### src/common/fbirq_pkg.sv
// Package: register map, field layout and constants of the interrupt request nodes
package fbirq_pkg;
    localparam int NodeCount = 10;
    localparam int EthNodeCount = 9;
    localparam logic [11:0] FastBusNodeOffset = 12'h000;
    localparam logic [11:0] NodeStride = 12'h004;
    localparam logic [11:0] IrqStatusOffset = 12'h040;
    localparam logic [11:0] IrqMaskOffset = 12'h044;
    localparam logic [11:0] AckOffset = 12'h048;
    localparam int PrioLsb = 0;
    localparam int PrioWidth = 8;
    localparam int TypeLsb = 10;
    localparam int TypeWidth = 2;
    localparam int EnableBit = 12;
    localparam int FlagBit = 13;
    localparam int ClearBit = 14;
    localparam int SetBit = 15;
    localparam logic [31:0] NodeReset = 32'h0000_0000;
    localparam logic [9:0] StatusReset = 10'h000;
    localparam logic [9:0] MaskReset = 10'h000;
    localparam int SlowClockMhz = 48;
    localparam int FastClockMhz = 96;
endpackage : fbirq_pkg

### src/hdl/fbirq_nodes.sv
// Service request nodes for the fast bus controller and nine Ethernet requests
module fbirq_nodes
    import fbirq_pkg::*;
(
    // Clock and reset
    input wire logic clock,
    input wire logic resetn,
    // APB slave
    input wire logic psel,
    input wire logic penable,
    input wire logic pwrite,
    input wire logic [11:0] paddr,
    input wire logic [31:0] pwdata,
    output logic [31:0] prdata,
    output logic pready,
    output logic pslverr,
    // Request inputs: bit 0 fast bus controller, bits 9:1 Ethernet
    input wire logic fastBusRequest,
    input wire logic [EthNodeCount-1:0] ethRequest,
    // Service side: taken pulses clear flags of forwarded (enabled) requests only
    input wire logic [NodeCount-1:0] serviceTaken,
    output logic [NodeCount-1:0] nodeRequest,
    output logic [NodeCount*PrioWidth-1:0] nodePriority,
    output logic [NodeCount*TypeWidth-1:0] nodeServiceType,
    // Interrupt
    output logic irq
);
    logic [NodeCount-1:0] requestIn;
    logic [NodeCount-1:0] detected;
    logic [PrioWidth-1:0] prioReg [NodeCount];
    logic [PrioWidth-1:0] prioNext [NodeCount];
    logic [TypeWidth-1:0] typeReg [NodeCount];
    logic [TypeWidth-1:0] typeNext [NodeCount];
    logic [NodeCount-1:0] enableReg;
    logic [NodeCount-1:0] enableNext;
    logic [NodeCount-1:0] flagReg;
    logic [NodeCount-1:0] flagNext;
    logic [NodeCount-1:0] statusReg;
    logic [NodeCount-1:0] statusNext;
    logic [NodeCount-1:0] maskReg;
    logic [NodeCount-1:0] maskNext;
    logic [31:0] rdataReg;
    logic [31:0] rdataNext;
    logic errReg;
    logic errNext;
    logic setup;
    logic writeTaken;
    logic [NodeCount-1:0] nodeHit;
    logic nodeAny;

    assign requestIn = {ethRequest, fastBusRequest};

    // Each line samples in the slow clock domain; sources keep the minimum widths
    genvar g;
    generate
        for (g = 0; g < NodeCount; g++) begin : gDetect
            fbirq_pulse_detect uDetect (
                .clock(clock),
                .resetn(resetn),
                .request(requestIn[g]),
                .detected(detected[g])
            );
        end
    endgenerate

    // Registers latch on the setup cycle, so the access phase always completes in one cycle
    assign setup = psel && !penable;
    assign writeTaken = setup && pwrite;

    always_comb begin
        nodeAny = 1'b0;
        for (int i = 0; i < NodeCount; i++) begin
            nodeHit[i] = (paddr == FastBusNodeOffset + NodeStride * 12'(i));
            nodeAny = nodeAny | nodeHit[i];
        end
    end

    always_comb begin
        enableNext = enableReg;
        flagNext = flagReg;
        statusNext = statusReg;
        maskNext = maskReg;
        for (int i = 0; i < NodeCount; i++) begin
            prioNext[i] = prioReg[i];
            typeNext[i] = typeReg[i];
            if (writeTaken && nodeHit[i]) begin
                prioNext[i] = pwdata[PrioLsb +: PrioWidth];
                typeNext[i] = pwdata[TypeLsb +: TypeWidth];
                enableNext[i] = pwdata[EnableBit];
                if (pwdata[ClearBit] && !pwdata[SetBit]) begin
                    flagNext[i] = 1'b0;
                end
                if (pwdata[SetBit] && !pwdata[ClearBit]) begin
                    flagNext[i] = 1'b1;
                end
            end
            if (serviceTaken[i] && nodeRequest[i]) begin
                flagNext[i] = 1'b0;
            end
            // Hardware set wins over every clear in the same cycle
            if (detected[i]) begin
                flagNext[i] = 1'b1;
                statusNext[i] = 1'b1;
            end else if (writeTaken && paddr == IrqStatusOffset && pwdata[i]) begin
                statusNext[i] = 1'b0;
            end
        end
        if (writeTaken && paddr == IrqMaskOffset) begin
            maskNext = pwdata[NodeCount-1:0];
        end
    end

    always_comb begin
        rdataNext = 32'h0000_0000;
        errNext = 1'b0;
        if (setup && !pwrite) begin
            for (int i = 0; i < NodeCount; i++) begin
                if (nodeHit[i]) begin
                    rdataNext[PrioLsb +: PrioWidth] = prioReg[i];
                    rdataNext[TypeLsb +: TypeWidth] = typeReg[i];
                    rdataNext[EnableBit] = enableReg[i];
                    rdataNext[FlagBit] = flagReg[i];
                end
            end
            if (paddr == IrqStatusOffset) begin
                rdataNext[NodeCount-1:0] = statusReg;
            end
            if (paddr == IrqMaskOffset) begin
                rdataNext[NodeCount-1:0] = maskReg;
            end
        end
        if (setup && !nodeAny && paddr != IrqStatusOffset && paddr != IrqMaskOffset) begin
            errNext = 1'b1;
        end
    end

    always_ff @(posedge clock or negedge resetn) begin
        if (!resetn) begin
            for (int i = 0; i < NodeCount; i++) begin
                prioReg[i] <= NodeReset[PrioLsb +: PrioWidth];
                typeReg[i] <= NodeReset[TypeLsb +: TypeWidth];
            end
            enableReg <= '0;
            flagReg <= '0;
            statusReg <= StatusReset;
            maskReg <= MaskReset;
            rdataReg <= 32'h0000_0000;
            errReg <= 1'b0;
        end else begin
            prioReg <= prioNext;
            typeReg <= typeNext;
            enableReg <= enableNext;
            flagReg <= flagNext;
            statusReg <= statusNext;
            maskReg <= maskNext;
            rdataReg <= rdataNext;
            errReg <= errNext;
        end
    end

    assign pready = 1'b1;
    assign prdata = rdataReg;
    assign pslverr = errReg && psel && penable;
    // Flag is forwarded only while its node is enabled
    assign nodeRequest = flagReg & enableReg;
    assign irq = |(statusReg & maskReg);

    always_comb begin
        for (int i = 0; i < NodeCount; i++) begin
            nodePriority[i*PrioWidth +: PrioWidth] = prioReg[i];
            nodeServiceType[i*TypeWidth +: TypeWidth] = typeReg[i];
        end
    end

    a_detect_sets_flag: assert property (@(posedge clock) disable iff (!resetn)
        detected[0] |=> flagReg[0] && statusReg[0])
        else $error("detected request did not set flag");
    a_eth_detect_flag: assert property (@(posedge clock) disable iff (!resetn)
        detected[NodeCount-1] |=> flagReg[NodeCount-1])
        else $error("ethernet request did not set flag");
    a_service_clears: assert property (@(posedge clock) disable iff (!resetn)
        serviceTaken[0] && nodeRequest[0] && !detected[0] && !writeTaken
        |=> !flagReg[0])
        else $error("serviced flag not cleared");
    a_reserved_zero: assert property (@(posedge clock) disable iff (!resetn)
        $rose(penable) && psel && !pwrite && nodeAny |->
        prdata[31:16] == 16'h0000 && prdata[9:8] == 2'h0 && prdata[15:14] == 2'h0)
        else $error("reserved node bits not zero");
    a_prio_written: assert property (@(posedge clock) disable iff (!resetn)
        writeTaken && nodeHit[0] |=> prioReg[0] == $past(pwdata[PrioLsb +: PrioWidth]))
        else $error("priority not stored");
    a_type_written: assert property (@(posedge clock) disable iff (!resetn)
        writeTaken && nodeHit[1] |=> typeReg[1] == $past(pwdata[TypeLsb +: TypeWidth]))
        else $error("service type not stored");
    a_set_bit_flag: assert property (@(posedge clock) disable iff (!resetn)
        writeTaken && nodeHit[2] && pwdata[SetBit] && !pwdata[ClearBit]
        |=> flagReg[2])
        else $error("set bit did not set flag");
    a_enable_gates: assert property (@(posedge clock) disable iff (!resetn)
        !enableReg[3] |-> !nodeRequest[3])
        else $error("disabled node forwarded request");
    a_read_layout: assert property (@(posedge clock) disable iff (!resetn)
        setup && !pwrite && nodeHit[4] ##1 penable |->
        prdata[FlagBit] == $past(flagReg[4]) && prdata[EnableBit] == $past(enableReg[4]))
        else $error("node read layout wrong");
    a_request_to_flag: assert property (@(posedge clock) disable iff (!resetn)
        !requestIn[5] ##1 requestIn[5] |=> flagReg[5])
        else $error("held request not captured");

    // Status is sticky until software writes a one; the interrupt follows it as a level
    a_status_set: assert property (@(posedge clock) disable iff (!resetn)
        detected[4] |=> statusReg[4])
        else $error("detected request did not set status");
    a_status_w1c: assert property (@(posedge clock) disable iff (!resetn)
        writeTaken && paddr == IrqStatusOffset && pwdata[0] && !detected[0] |=> !statusReg[0])
        else $error("status bit not cleared by write");
    a_status_sticky: assert property (@(posedge clock) disable iff (!resetn)
        statusReg[1] && !(writeTaken && paddr == IrqStatusOffset && pwdata[1]) |=> statusReg[1])
        else $error("status bit dropped without a write");
    a_irq_level: assert property (@(posedge clock) disable iff (!resetn)
        statusReg[2] && maskReg[2] |-> irq)
        else $error("unmasked status did not raise irq");
    a_irq_quiet: assert property (@(posedge clock) disable iff (!resetn)
        !(|(statusReg & maskReg)) |-> !irq)
        else $error("irq high with nothing unmasked");
    a_mask_written: assert property (@(posedge clock) disable iff (!resetn)
        writeTaken && paddr == IrqMaskOffset |=> maskReg == $past(pwdata[NodeCount-1:0]))
        else $error("mask not stored");

    // Software flag control; the hardware set still has the last word
    a_clear_bit_flag: assert property (@(posedge clock) disable iff (!resetn)
        writeTaken && nodeHit[6] && pwdata[ClearBit] && !pwdata[SetBit] && !detected[6]
        |=> !flagReg[6])
        else $error("clear bit did not clear flag");
    a_both_bits_hold: assert property (@(posedge clock) disable iff (!resetn)
        writeTaken && nodeHit[7] && pwdata[ClearBit] && pwdata[SetBit] && !detected[7]
        && !(serviceTaken[7] && nodeRequest[7])
        |=> flagReg[7] == $past(flagReg[7]))
        else $error("set and clear together changed flag");
    a_enable_written: assert property (@(posedge clock) disable iff (!resetn)
        writeTaken && nodeHit[8] |=> enableReg[8] == $past(pwdata[EnableBit]))
        else $error("enable not stored");
    a_flag_no_spurious: assert property (@(posedge clock) disable iff (!resetn)
        !flagReg[0] && !detected[0] && !(writeTaken && nodeHit[0] && pwdata[SetBit])
        |=> !flagReg[0])
        else $error("flag set with no cause");

    // Forwarding to the arbiter
    a_forward_flag: assert property (@(posedge clock) disable iff (!resetn)
        flagReg[9] && enableReg[9] |-> nodeRequest[9])
        else $error("enabled flag not forwarded");
    a_forward_off: assert property (@(posedge clock) disable iff (!resetn)
        !flagReg[5] |-> !nodeRequest[5])
        else $error("request forwarded without flag");

    // Bus answers: zero wait states, error only off the map
    a_ready_high: assert property (@(posedge clock) disable iff (!resetn)
        psel && penable |-> pready)
        else $error("access phase not ready");
    a_unmapped_err: assert property (@(posedge clock) disable iff (!resetn)
        $rose(penable) && psel && !nodeAny && paddr != IrqStatusOffset
        && paddr != IrqMaskOffset |-> pslverr)
        else $error("unmapped access not refused");
    a_mapped_no_err: assert property (@(posedge clock) disable iff (!resetn)
        psel && penable && nodeAny |-> !pslverr)
        else $error("node access refused");
    a_write_read_zero: assert property (@(posedge clock) disable iff (!resetn)
        $rose(penable) && psel && pwrite |-> prdata == 32'h0000_0000)
        else $error("read data not zero during write");

    // Field outputs move only when their node is written
    a_prio_stable: assert property (@(posedge clock) disable iff (!resetn)
        !(writeTaken && nodeHit[0]) |=> $stable(nodePriority[PrioWidth-1:0]))
        else $error("priority changed without write");
    a_type_stable: assert property (@(posedge clock) disable iff (!resetn)
        !(writeTaken && nodeHit[1]) |=> $stable(nodeServiceType[2*TypeWidth-1:TypeWidth]))
        else $error("service type changed without write");

    // Detection is per line: one line never marks a neighbour
    a_rise_detected: assert property (@(posedge clock) disable iff (!resetn)
        !requestIn[0] ##1 requestIn[0] |-> detected[0])
        else $error("rising request not detected");
    a_idle_quiet: assert property (@(posedge clock) disable iff (!resetn)
        !requestIn[3] |-> !detected[3])
        else $error("detector fired on idle line");
    a_eth_separate: assert property (@(posedge clock) disable iff (!resetn)
        detected[2] && !detected[1] && !flagReg[1] && !(writeTaken && nodeHit[1])
        |=> !flagReg[1])
        else $error("request leaked to another node");

    c_request_flagged: cover property (@(posedge clock) disable iff (!resetn)
        detected[0] ##1 flagReg[0]);
    c_eth_serviced: cover property (@(posedge clock) disable iff (!resetn)
        nodeRequest[1] ##[1:20] serviceTaken[1]);
    c_irq_raised: cover property (@(posedge clock) disable iff (!resetn) $rose(irq));
    c_set_clear_race: cover property (@(posedge clock) disable iff (!resetn)
        detected[2] && writeTaken && nodeHit[2] && pwdata[ClearBit]);
    c_unmapped_err: cover property (@(posedge clock) disable iff (!resetn) pslverr);
endmodule : fbirq_nodes

### src/hdl/fbirq_pulse_detect.sv
// Rising-edge request detector for one request line
module fbirq_pulse_detect (
    // Clock and reset
    input wire logic clock,
    input wire logic resetn,
    // Request line and detected edge
    input wire logic request,
    output logic detected
);
    logic lastReg;
    logic lastNext;

    always_comb begin
        lastNext = request;
    end

    always_ff @(posedge clock or negedge resetn) begin
        if (!resetn) begin
            lastReg <= 1'b0;
        end else begin
            lastReg <= lastNext;
        end
    end

    // One pulse per low-to-high level seen on a slow clock edge
    assign detected = request && !lastReg;

    a_edge_once: assert property (@(posedge clock) disable iff (!resetn)
        detected |=> !detected)
        else $error("detector fired on two edges in a row");
endmodule : fbirq_pulse_detect

### config.mk
export PLATFORM = sky130hd
export DESIGN_NAME = fbirq_nodes
export DESIGN_NICKNAME = d
export VERILOG_FILES = /design/src/common/fbirq_pkg.sv /design/src/hdl/fbirq_nodes.sv /design/src/hdl/fbirq_pulse_detect.sv
export SDC_FILE = /design/constraint.sdc
export NUM_CORES = 1
export LEC_CHECK = 0
export CAP_MARGIN = 25
export CELL_PAD_IN_SITES_DETAIL_PLACEMENT = 1
export CELL_PAD_IN_SITES_GLOBAL_PLACEMENT = 2
export CORE_ASPECT_RATIO = 0.9
export CORE_MARGIN = 2
export CORE_UTILIZATION = 35
export DETAILED_ROUTE_END_ITERATION = 7
export DONT_BUFFER_PORTS = 1
export GPL_TIMING_DRIVEN = 0
export PLACE_DENSITY_LB_ADDON = 0.08
export SETUP_SLACK_MARGIN = 0.2
export SYNTH_ARGS = -nofsm -noshare
export SYNTH_HDL_FRONTEND = slang
export SYNTH_HIERARCHICAL = 1
export SYNTH_SLANG_ARGS = --single-unit
### constraint.sdc
create_clock -name clock -period 1.3 [get_ports clock]
set_clock_uncertainty 0.2 [all_clocks]
set_input_delay 0.26 -clock clock [delete_from_list [all_inputs] [get_ports clock]]
set_output_delay 0.26 -clock clock [all_outputs]
set_load 0.01 [all_outputs]
# [After elaboration in Yosys (flattened, before gate mapping)]
# Cells that the tools add are included.
# W data, S select, Z words.
[classes] n_mux=76 n_reduce_logical=109 n_bitwise=11 eq_ne=13
[ops] operator="$mux W8" n=10
[ops] operator="$mux W1" n=53
[ops] operator="$logic_and A1 B1 Y1" n=52
[ops] operator="$eq A12 B5 Y1 const B" n=4
[ops] operator="$mux W4" n=10
[ops] operator="$reduce_bool A4 Y1" n=10
[ops] operator="$reduce_bool A3 Y1" n=10
[ops] operator="$eq A12 B4 Y1 const B" n=2
[ops] operator="$eq A12 B6 Y1 const B" n=2
[ops] operator="$eq A12 B7 Y1 const B" n=2
[ops] operator="$ne A12 B7 Y1 const B" n=2
[ops] operator="$and A10 B10 Y10" n=2
[ops] operator="$mux W10" n=2
[ops] operator="$reduce_and A2 Y1" n=10
[ops] operator="$reduce_bool A2 Y1" n=10
[ops] operator="$logic_not A1 Y1" n=15
[ops] operator="$mux W14" n=1
[ops] operator="$eq A12 B3 Y1 const B" n=1
[ops] operator="$logic_not A12 Y1" n=1
[ops] operator="$reduce_or A10 Y1" n=1
[ops] operator="$or A1 B1 Y1" n=9
[word_totals] reg_bits=165 out_inout_bits=145

# [Depth between registers and ports, before layout]
# Gate-level depths: netlist (run 1).
[logic_depth] ltp_word=15 mapped_depth=8 depth_no_buf=5

# [By module]
# The synthesis (run 1) kept the hierarchy.
[modules_own_cells] module="fbirq_nodes" cells_per_inst=666 area_each_um2=7822.5 seq_area_each_um2=3878.7 n_inst=1
[modules_own_cells] module="fbirq_pulse_detect" cells_per_inst=2 area_each_um2=38.8 seq_area_each_um2=25.0 n_inst=10

# [Worst setup path after synthesis (run 1)]
# No wires, ideal clock.
[synth_path] path_kind="input to register" from="in paddr[7]" to="reg enableReg[2]" n_path_buf=2 setup_time_ns=0.125 path_stages=6 t_arrival_ns=1.728 path_slack_ns=-0.753 path_cell_list="buf_6 -> nor4_2 -> nand4_1 -> nor2_2 -> buf_4 -> mux2_2"
[synth_between] elab_chain_len=2
[synth_rtl] item="from (decl)" line_no="fbirq_nodes.sv:12" text="input wire logic [11:0] paddr,"
[synth_rtl] item="$eq A12 B4 Y1" line_no="fbirq_nodes.sv:73" text="nodeHit[i] = (paddr == FastBusNodeOffset + NodeStride * 12'(i));"
[synth_rtl] item="$logic_and A1 B1 Y1" line_no="fbirq_nodes.sv:86" text="if (writeTaken && nodeHit[i]) begin"
[synth_rtl] item="to (signal assigned)" line_no="fbirq_nodes.sv:152" text="enableReg <= enableNext;"
[synth_rtl] item="to (decl)" line_no="fbirq_nodes.sv:34" text="logic [NodeCount-1:0] enableReg;"
# No other way between the ends.
# A chain may end at the register's enable or synchronous reset.

# [Worst setup path in the final report (run 1)]
[layout_path] from="reg maskReg[4]" to="out irq"
[layout_between] elab_chain_len=2
[layout_rtl] item="from (decl)" line_no="fbirq_nodes.sv:40" text="logic [NodeCount-1:0] maskReg;"
[layout_rtl] item="from (signal assigned)" line_no="fbirq_nodes.sv:146" text="maskReg <= MaskReset;"
[layout_rtl] item="from (signal assigned)" line_no="fbirq_nodes.sv:155" text="maskReg <= maskNext;"
[layout_rtl] item="$and A10 B10 Y10" line_no="fbirq_nodes.sv:166" text="assign irq = |(statusReg & maskReg);"
[layout_rtl] item="$reduce_or A10 Y1" line_no="fbirq_nodes.sv:166"
[layout_rtl] item="to (decl)" line_no="fbirq_nodes.sv:26" text="output logic irq"
# No other way between the ends.

==> metrics.csv, run 1 <==
metric,value,unit
yosysSeqAreaShare,50.29,%
worstSetupEndpointType,output port,
slowest_delay,0.39,ns
worstSetupPathType,reg2out,
cts_root_buf,clkbuf_16,
start_util,35.37,%
required,0.84,ns
syn2layout_area_growth,52.61,%
p_switching,2.790,mW
drt-wirelength-per-cell,30.60,um
route.detailed.drc,0,
synth_cells,686,
synth_mux_area_share,20.89,%
ant_nets,0,
drv_slew,0,
rows,53,
synth_edf_count,0,
cts_tree,done,
antenna_found_initial,0,
die_y,149.3,um
yosysUniqueCellTypes,67,
num-nets-final,951,
grt_max_degree,166,
holdWs,-0.6907,ns
max_slew_margin,51.30,%
htree_levels,4,
synth-compound-area-share,10.99,%
period_share,153.5,%
synth-xor-area-share,0.1067,%
totalWireLength,36500,um
postCtsHoldBufs,31,
cts_buffer_depth,2,
placed_area,8894,sq um
intPower,8.824,mW
first_pass_iters,5,
setup_tns,-70.57,ns
synth_ff_type,dfrtp_1,
rsz0062_at_grt,true,
antennaDiodeCount,0,
regArea,4217,sq um
p_per_area,926.9,nW/um^2
worst_pin_slew,0.7306,ns
dieArea,24700,sq um
period_needed,1.995,ns
cp-start-kind,register,
ioPinCount,214,
synthArstFlopShare,100.0,%
place.port_buffers,0,
p_sw_share,24.02,%
path_cells,a22o_1 > a221oi_2 > nand4_1,
overflow,0,
cp_top_family,compound AO/OA/AOI/OAI gates,
cts_made_buffers,17,
finalSetupViolations,280,
fin_area,12530,sq um
synthSimpleGateAreaFrac,12.21,%
grt_use_total,28.45,%
grt_pass1_wl,49510,um
status,"complete, but fails checks",
cellLeakagePower,5.299,nW
hpwl,22210,um
cts.sinks,165,
syn_area,8210,sq um
ys_ff_latch,165,
routed_via_density,5.764,
clk_pin_slew,0.07,ns
crit_buf_inv,0,
worstPathMaxFanout,2,
timing.max_cap.violations,0,
multiInputGateArea,4880,sq um
ir_drop,755.8,uV
fin_total_pwr,11.61,mW
arrival,1.54,ns
synth_area_per_cell,11.97,sq um
first_iter_violations,563,
synthAdderAreaFrac,0.3048,%
max_freq,501.1,MHz
gp_congestion,0.8562,
route.vias.total,6877,
core-area,23210,sq um
fin_util,53.98,%
fin_ws,-0.6954,ns
hp-class,in2async,
synth_top_family_by_area,multiplexers,
seq_power_share,44.6,%
failed_checks,"negative hold slack, negative setup slack",
cpMaxStageDelayCell,dfrtp_1,
grt_pass1_vias,7160,
power_frac_clock,47.1,%
fill_cells,2312,
layout-drive-gt1-share,61.62,%
p_comb_share,8.3,%
yosys_warnings,6,
insertion_delay,0.45,ns
hold_viol_final,178,
die_x,165.4,um
layer usage:
layer / part of all wire, % / wire length, um / vias to the layer above / global-route usage, %
met3: 11 / 3881 / 65 / 9.897
met2: 46 / 16900 / 340 / 44.38
met5: 0 / 0 / - / 0
met4: 2.7 / 978 / 0 / 7.931
li1: - / - / 2860 / -
met1: 40 / 14740 / 3612 / 37.56
registers in the layout (all words and copies together) (netlist names):
name and count:
errReg 1, nodePriority 80, maskReg 10, nodeServiceType 20, prdata 14, gDetect.uDetect/lastReg 10, statusReg 10, enableReg 10
flagReg 10
through the flow:
| step | std cells | worst slack (ns) |
|---|---|---|
| CTS | 1157 | -0.6986 |
| global placement | 1005 | -1.604 |
| detailed placement | 1005 | -1.377 |
| floorplan | 703 | -0.6343 |
| global route | 1193 | -0.7347 |
| finish | 1193 | -0.6954 |
cell families after synthesis:
kind of cell | count (synthesis)
and+or+nand+nor | 161
buffers and inverters | 77
AOI/OAI and AO/OA | 131
DFF | 165
xor gates and xnor gates | 1
muxes | 147
adders and majority gates | 2
other | 2
timing repair:
item,CTS,global route
endpoints found under the hold margin,247,178
endpoints found under the setup margin,281,281
buffers inserted,81,33
resized for setup,331,123
gates cloned,10,3
pin swaps,76,52
power by group through the flow:
stage	registers, mW	logic (mW)	clock network, mW
3_5_place_dp	5.27	0.600	0
2_1_floorplan	5.27	0.409	0
5_1_grt	5.18	1.01	5.73
4_1_cts	5.18	0.867	5.52
6_report	5.18	0.966	5.47
3_3_place_gp	5.27	0.591	0
synthesized netlist by cell type, types with 10 or more instances:
master,instances,area [sq um]
a21o_1,16,120.1
a21oi_1,27,135.1
and2_1,12,75.07
buf_2,15,75.07
buf_4,26,195.2
clkbuf_1,17,63.81
dfrtp_1,165,4129
inv_1,14,52.55
mux2_2,124,1396
mux2i_1,15,150.1
nand2_1,36,135.1
nor2_1,28,105.1
nor2b_4,10,137.6
nor3_1,14,70.07
o21ai_0,23,115.1
cell usage in the layout (no fill, tap or decap), types with 13 or more instances in the layout:
cell type,netlist,routed
buf_8,0,13
o21ai_0,23,14
nor2_1,28,13
buf_6,2,61
nand2_1,36,18
mux2i_1,15,13
dfrtp_1,165,95
inv_1,14,14
a21o_1,16,16
nand2_2,0,14
conb_1,2,19
nor2_4,1,16
buf_4,26,76
dlygate4sd3_1,0,31
mux2_4,0,122
buf_12,0,15
a21oi_2,1,18
dfrtp_2,0,70
clkbuf_16,0,22
final timing paths:
kind                                   from                  to  slack, ns  cells after the start
max in group asynchronous            resetn    nodePriority[20]       1.33                      0
setup / recovery                 maskReg[4]                 irq      -0.70                      3
hold reg to reg                statusReg[8]        statusReg[8]       0.35                      1
hold / removal                       resetn  nodeServiceType[8]      -0.69                      0
min in group clock                  penable           prdata[0]      -0.14                      3
setup reg to reg           nodePriority[60]           prdata[4]      -0.53                      5
worst register-to-register path: stages (launching register included):
cell     delay, ns
dfrtp_2       0.47
mux4_2        0.52
mux2i_4       0.25
nor3_4        0.08
o22ai_2       0.12
a21oi_2       0.07
final cells by class:
| class | count | area share (%) |
|---|---|---|
| clock buffers | 23 | 3.974 |
| inverters | 14 | 0.4194 |
| clock inverters | 7 | 0.9587 |
| multi-input cells | 461 | 38.95 |
| repair buffers | 158 | 13.73 |
| well taps | 302 | 3.016 |
| flip-flops and latches | 165 | 33.65 |
| plain buffers | 63 | 5.303 |
(Power assumes the default switching activity.)
==> run 2: changes to the inputs <==
Settings changed: CTS_BUF_LIST set to sky130_fd_sc_hd__clkbuf_4 sky130_fd_sc_hd__clkbuf_8, SLEW_MARGIN set to 20.
==> metrics.csv, run 2 (synthesis results as in run 1) <==
metric,value,unit,change
fin_ws,-0.7317,ns,-0.03623 ns
path_cells,a22o_1 > a221oi_2 > nand4_1,,
postCtsHoldBufs,32,,+3.2%
dieArea,24700,sq um,unchanged
period_share,156.3,%,+2.8 points
start_util,35.37,%,unchanged
insertion_delay,0.49,ns,+0.04 ns
die_x,165.4,um,unchanged
status,"complete, but fails checks",,
antennaDiodeCount,0,,unchanged
grt_util_met3,8.952,%,-0.95 points
grt_pass1_wl,49130,um,-0.77%
route.vias.total,6605,,-4.0%
failed_checks,"negative hold slack, negative setup slack",,
gp_congestion,0.8562,,unchanged
busiest_layer,met2,,
ir_drop,512.3,uV,-32%
max_slew_margin,49.77,%,-1.5 points
hold_viol_final,178,,unchanged
first_pass_iters,5,,unchanged
hp-class,in2async,,
period_needed,2.032,ns,+0.03623 ns
die_y,149.3,um,unchanged
cp-start-kind,register,,
largest_reg_flops,80,,unchanged
use_met1,37.76,%,+0.20 points
grt_pass1_vias,6931,,-3.2%
cp_top_family,compound AO/OA/AOI/OAI gates,,
worstSetupEndpointType,output port,,
cts.sinks,165,,unchanged
cts_made_buffers,17,,unchanged
worstPathMaxFanout,2,,unchanged
antenna_found_initial,0,,unchanged
layout-drive-gt1-share,61.01,%,-0.60 points
final_cell_mix,"113 x mux2_4, 91 x dfrtp_1, 74 x buf_4, 74 x dfrtp_2, 43 x buf_6",,
rsz0062_at_grt,true,,
crit_buf_inv,0,,unchanged
syn2layout_area_growth,45.55,%,
cpMaxStageDelayCell,dfrtp_1,,
grt_use_total,28.30,%,-0.15 points
htree_levels,4,,unchanged
place.port_buffers,0,,unchanged
placed_area,8901,sq um,about the same
clk_pin_slew,0.09,ns,+0.02 ns
worst_pin_slew,0.7534,ns,+0.02288 ns
cts_buffer_depth,2,,unchanged
max_freq,492.2,MHz,-1.8%
grtUsageMet2,44.46,%,+0.083 points
first_iter_violations,449,,-20%
overflow,0,,unchanged
required,0.84,ns,about the same
ant_nets,0,,unchanged
cts_tree,done,,
fin_util,51.49,%,-2.5 points
timing.max_cap.violations,0,,unchanged
holdWs,-0.7312,ns,-0.04057 ns
num-nets-final,927,,-2.5%
route.detailed.drc,0,,unchanged
finalSetupViolations,278,,-0.71%
slowest_delay,0.39,ns,about the same
totalWireLength,35440,um,-2.9%
hpwl,22220,um,about the same
grt_max_degree,166,,unchanged
core-area,23210,sq um,unchanged
ioPinCount,214,,unchanged
fin_area,11950,sq um,-4.6%
preCtsSetupSlack,-1.359,ns,+0.01784 ns
rows,53,,unchanged
arrival,1.57,ns,+0.03 ns
drt-wirelength-per-cell,30.32,um,-0.91%
routed_via_density,5.650,,-2.0%
worstSetupPathType,reg2out,,
cellLeakagePower,5.039,nW,-4.9%
cts_root_buf,clkbuf_8,,
p_per_area,856.0,nW/um^2,-7.7%
drv_slew,0,,unchanged
final_common_cell,mux2_4,,
run 2: changes by cell type in the layout (fill, tap and decap cells not counted), moves of 4 or more:
cell	delta
dfrtp_2	+4
o21ai_2	-4
o21ai_1	+4
dfrtp_1	-4
clkbuf_8	+14
clkbuf_16	-19
buf_8	+4
mux2_2	+8
buf_6	-18
mux2_4	-9
run 2: final timing paths:
check | from | endpoint | slack [ns] | cells past startpoint
min reg2reg | statusReg[8] | statusReg[8] | 0.32 | 1
min in group clock | penable | prdata[0] | -0.21 | 3
max | maskReg[4] | irq | -0.73 | 3
max in group asynchronous | resetn | nodePriority[42] | 1.39 | 0
min | resetn | nodeServiceType[8] | -0.73 | 0
max reg2reg | nodePriority[60] | prdata[4] | -0.59 | 5
run 2: where the power goes:
part / internal (mW) / switching [mW]
registers: 5.15 / 0.0216
clock network: 2.08 / 2.06
logic: 0.385 / 0.540
run 2: layout make-up:
cell class / count / area (sq um)
plain buffers: 63 / 644.4
clock buffers: 22 / 290.3
clock inverters: 8 / 125.1
fillers: 2386 / 11260
inverters: 14 / 52.55
multi-input cells: 461 / 4852
flip-flops and latches: 165 / 4222
well taps: 302 / 377.9
repair buffers: 134 / 1386
run 2: what timing repair did:
item                                    in CTS  in global routing
gates cloned                                 9                  1
endpoints found under the hold margin      248                178
endpoints found under the setup margin     281                281
pin swaps                                   54                 58
resized for setup                          322                114
setup buffers                               65                 26
run 2: through the flow:
stage               setup TNS, ns  std cells  total power, mW
global placement          -166.06       1005            5.864
global route               -67.07       1169            10.53
finish                     -58.91       1169            10.23
CTS                        -51.89       1142            10.18
floorplan                  -84.94        703            5.680
detailed placement        -166.85       1006            5.873
run 2: per-layer routing:
metal  routed length (um)  vias up
li1                     -     2809
met3                 3030       33
met2                16710      275
met4                  484        0
met1                15220     3488
met5                    0        -
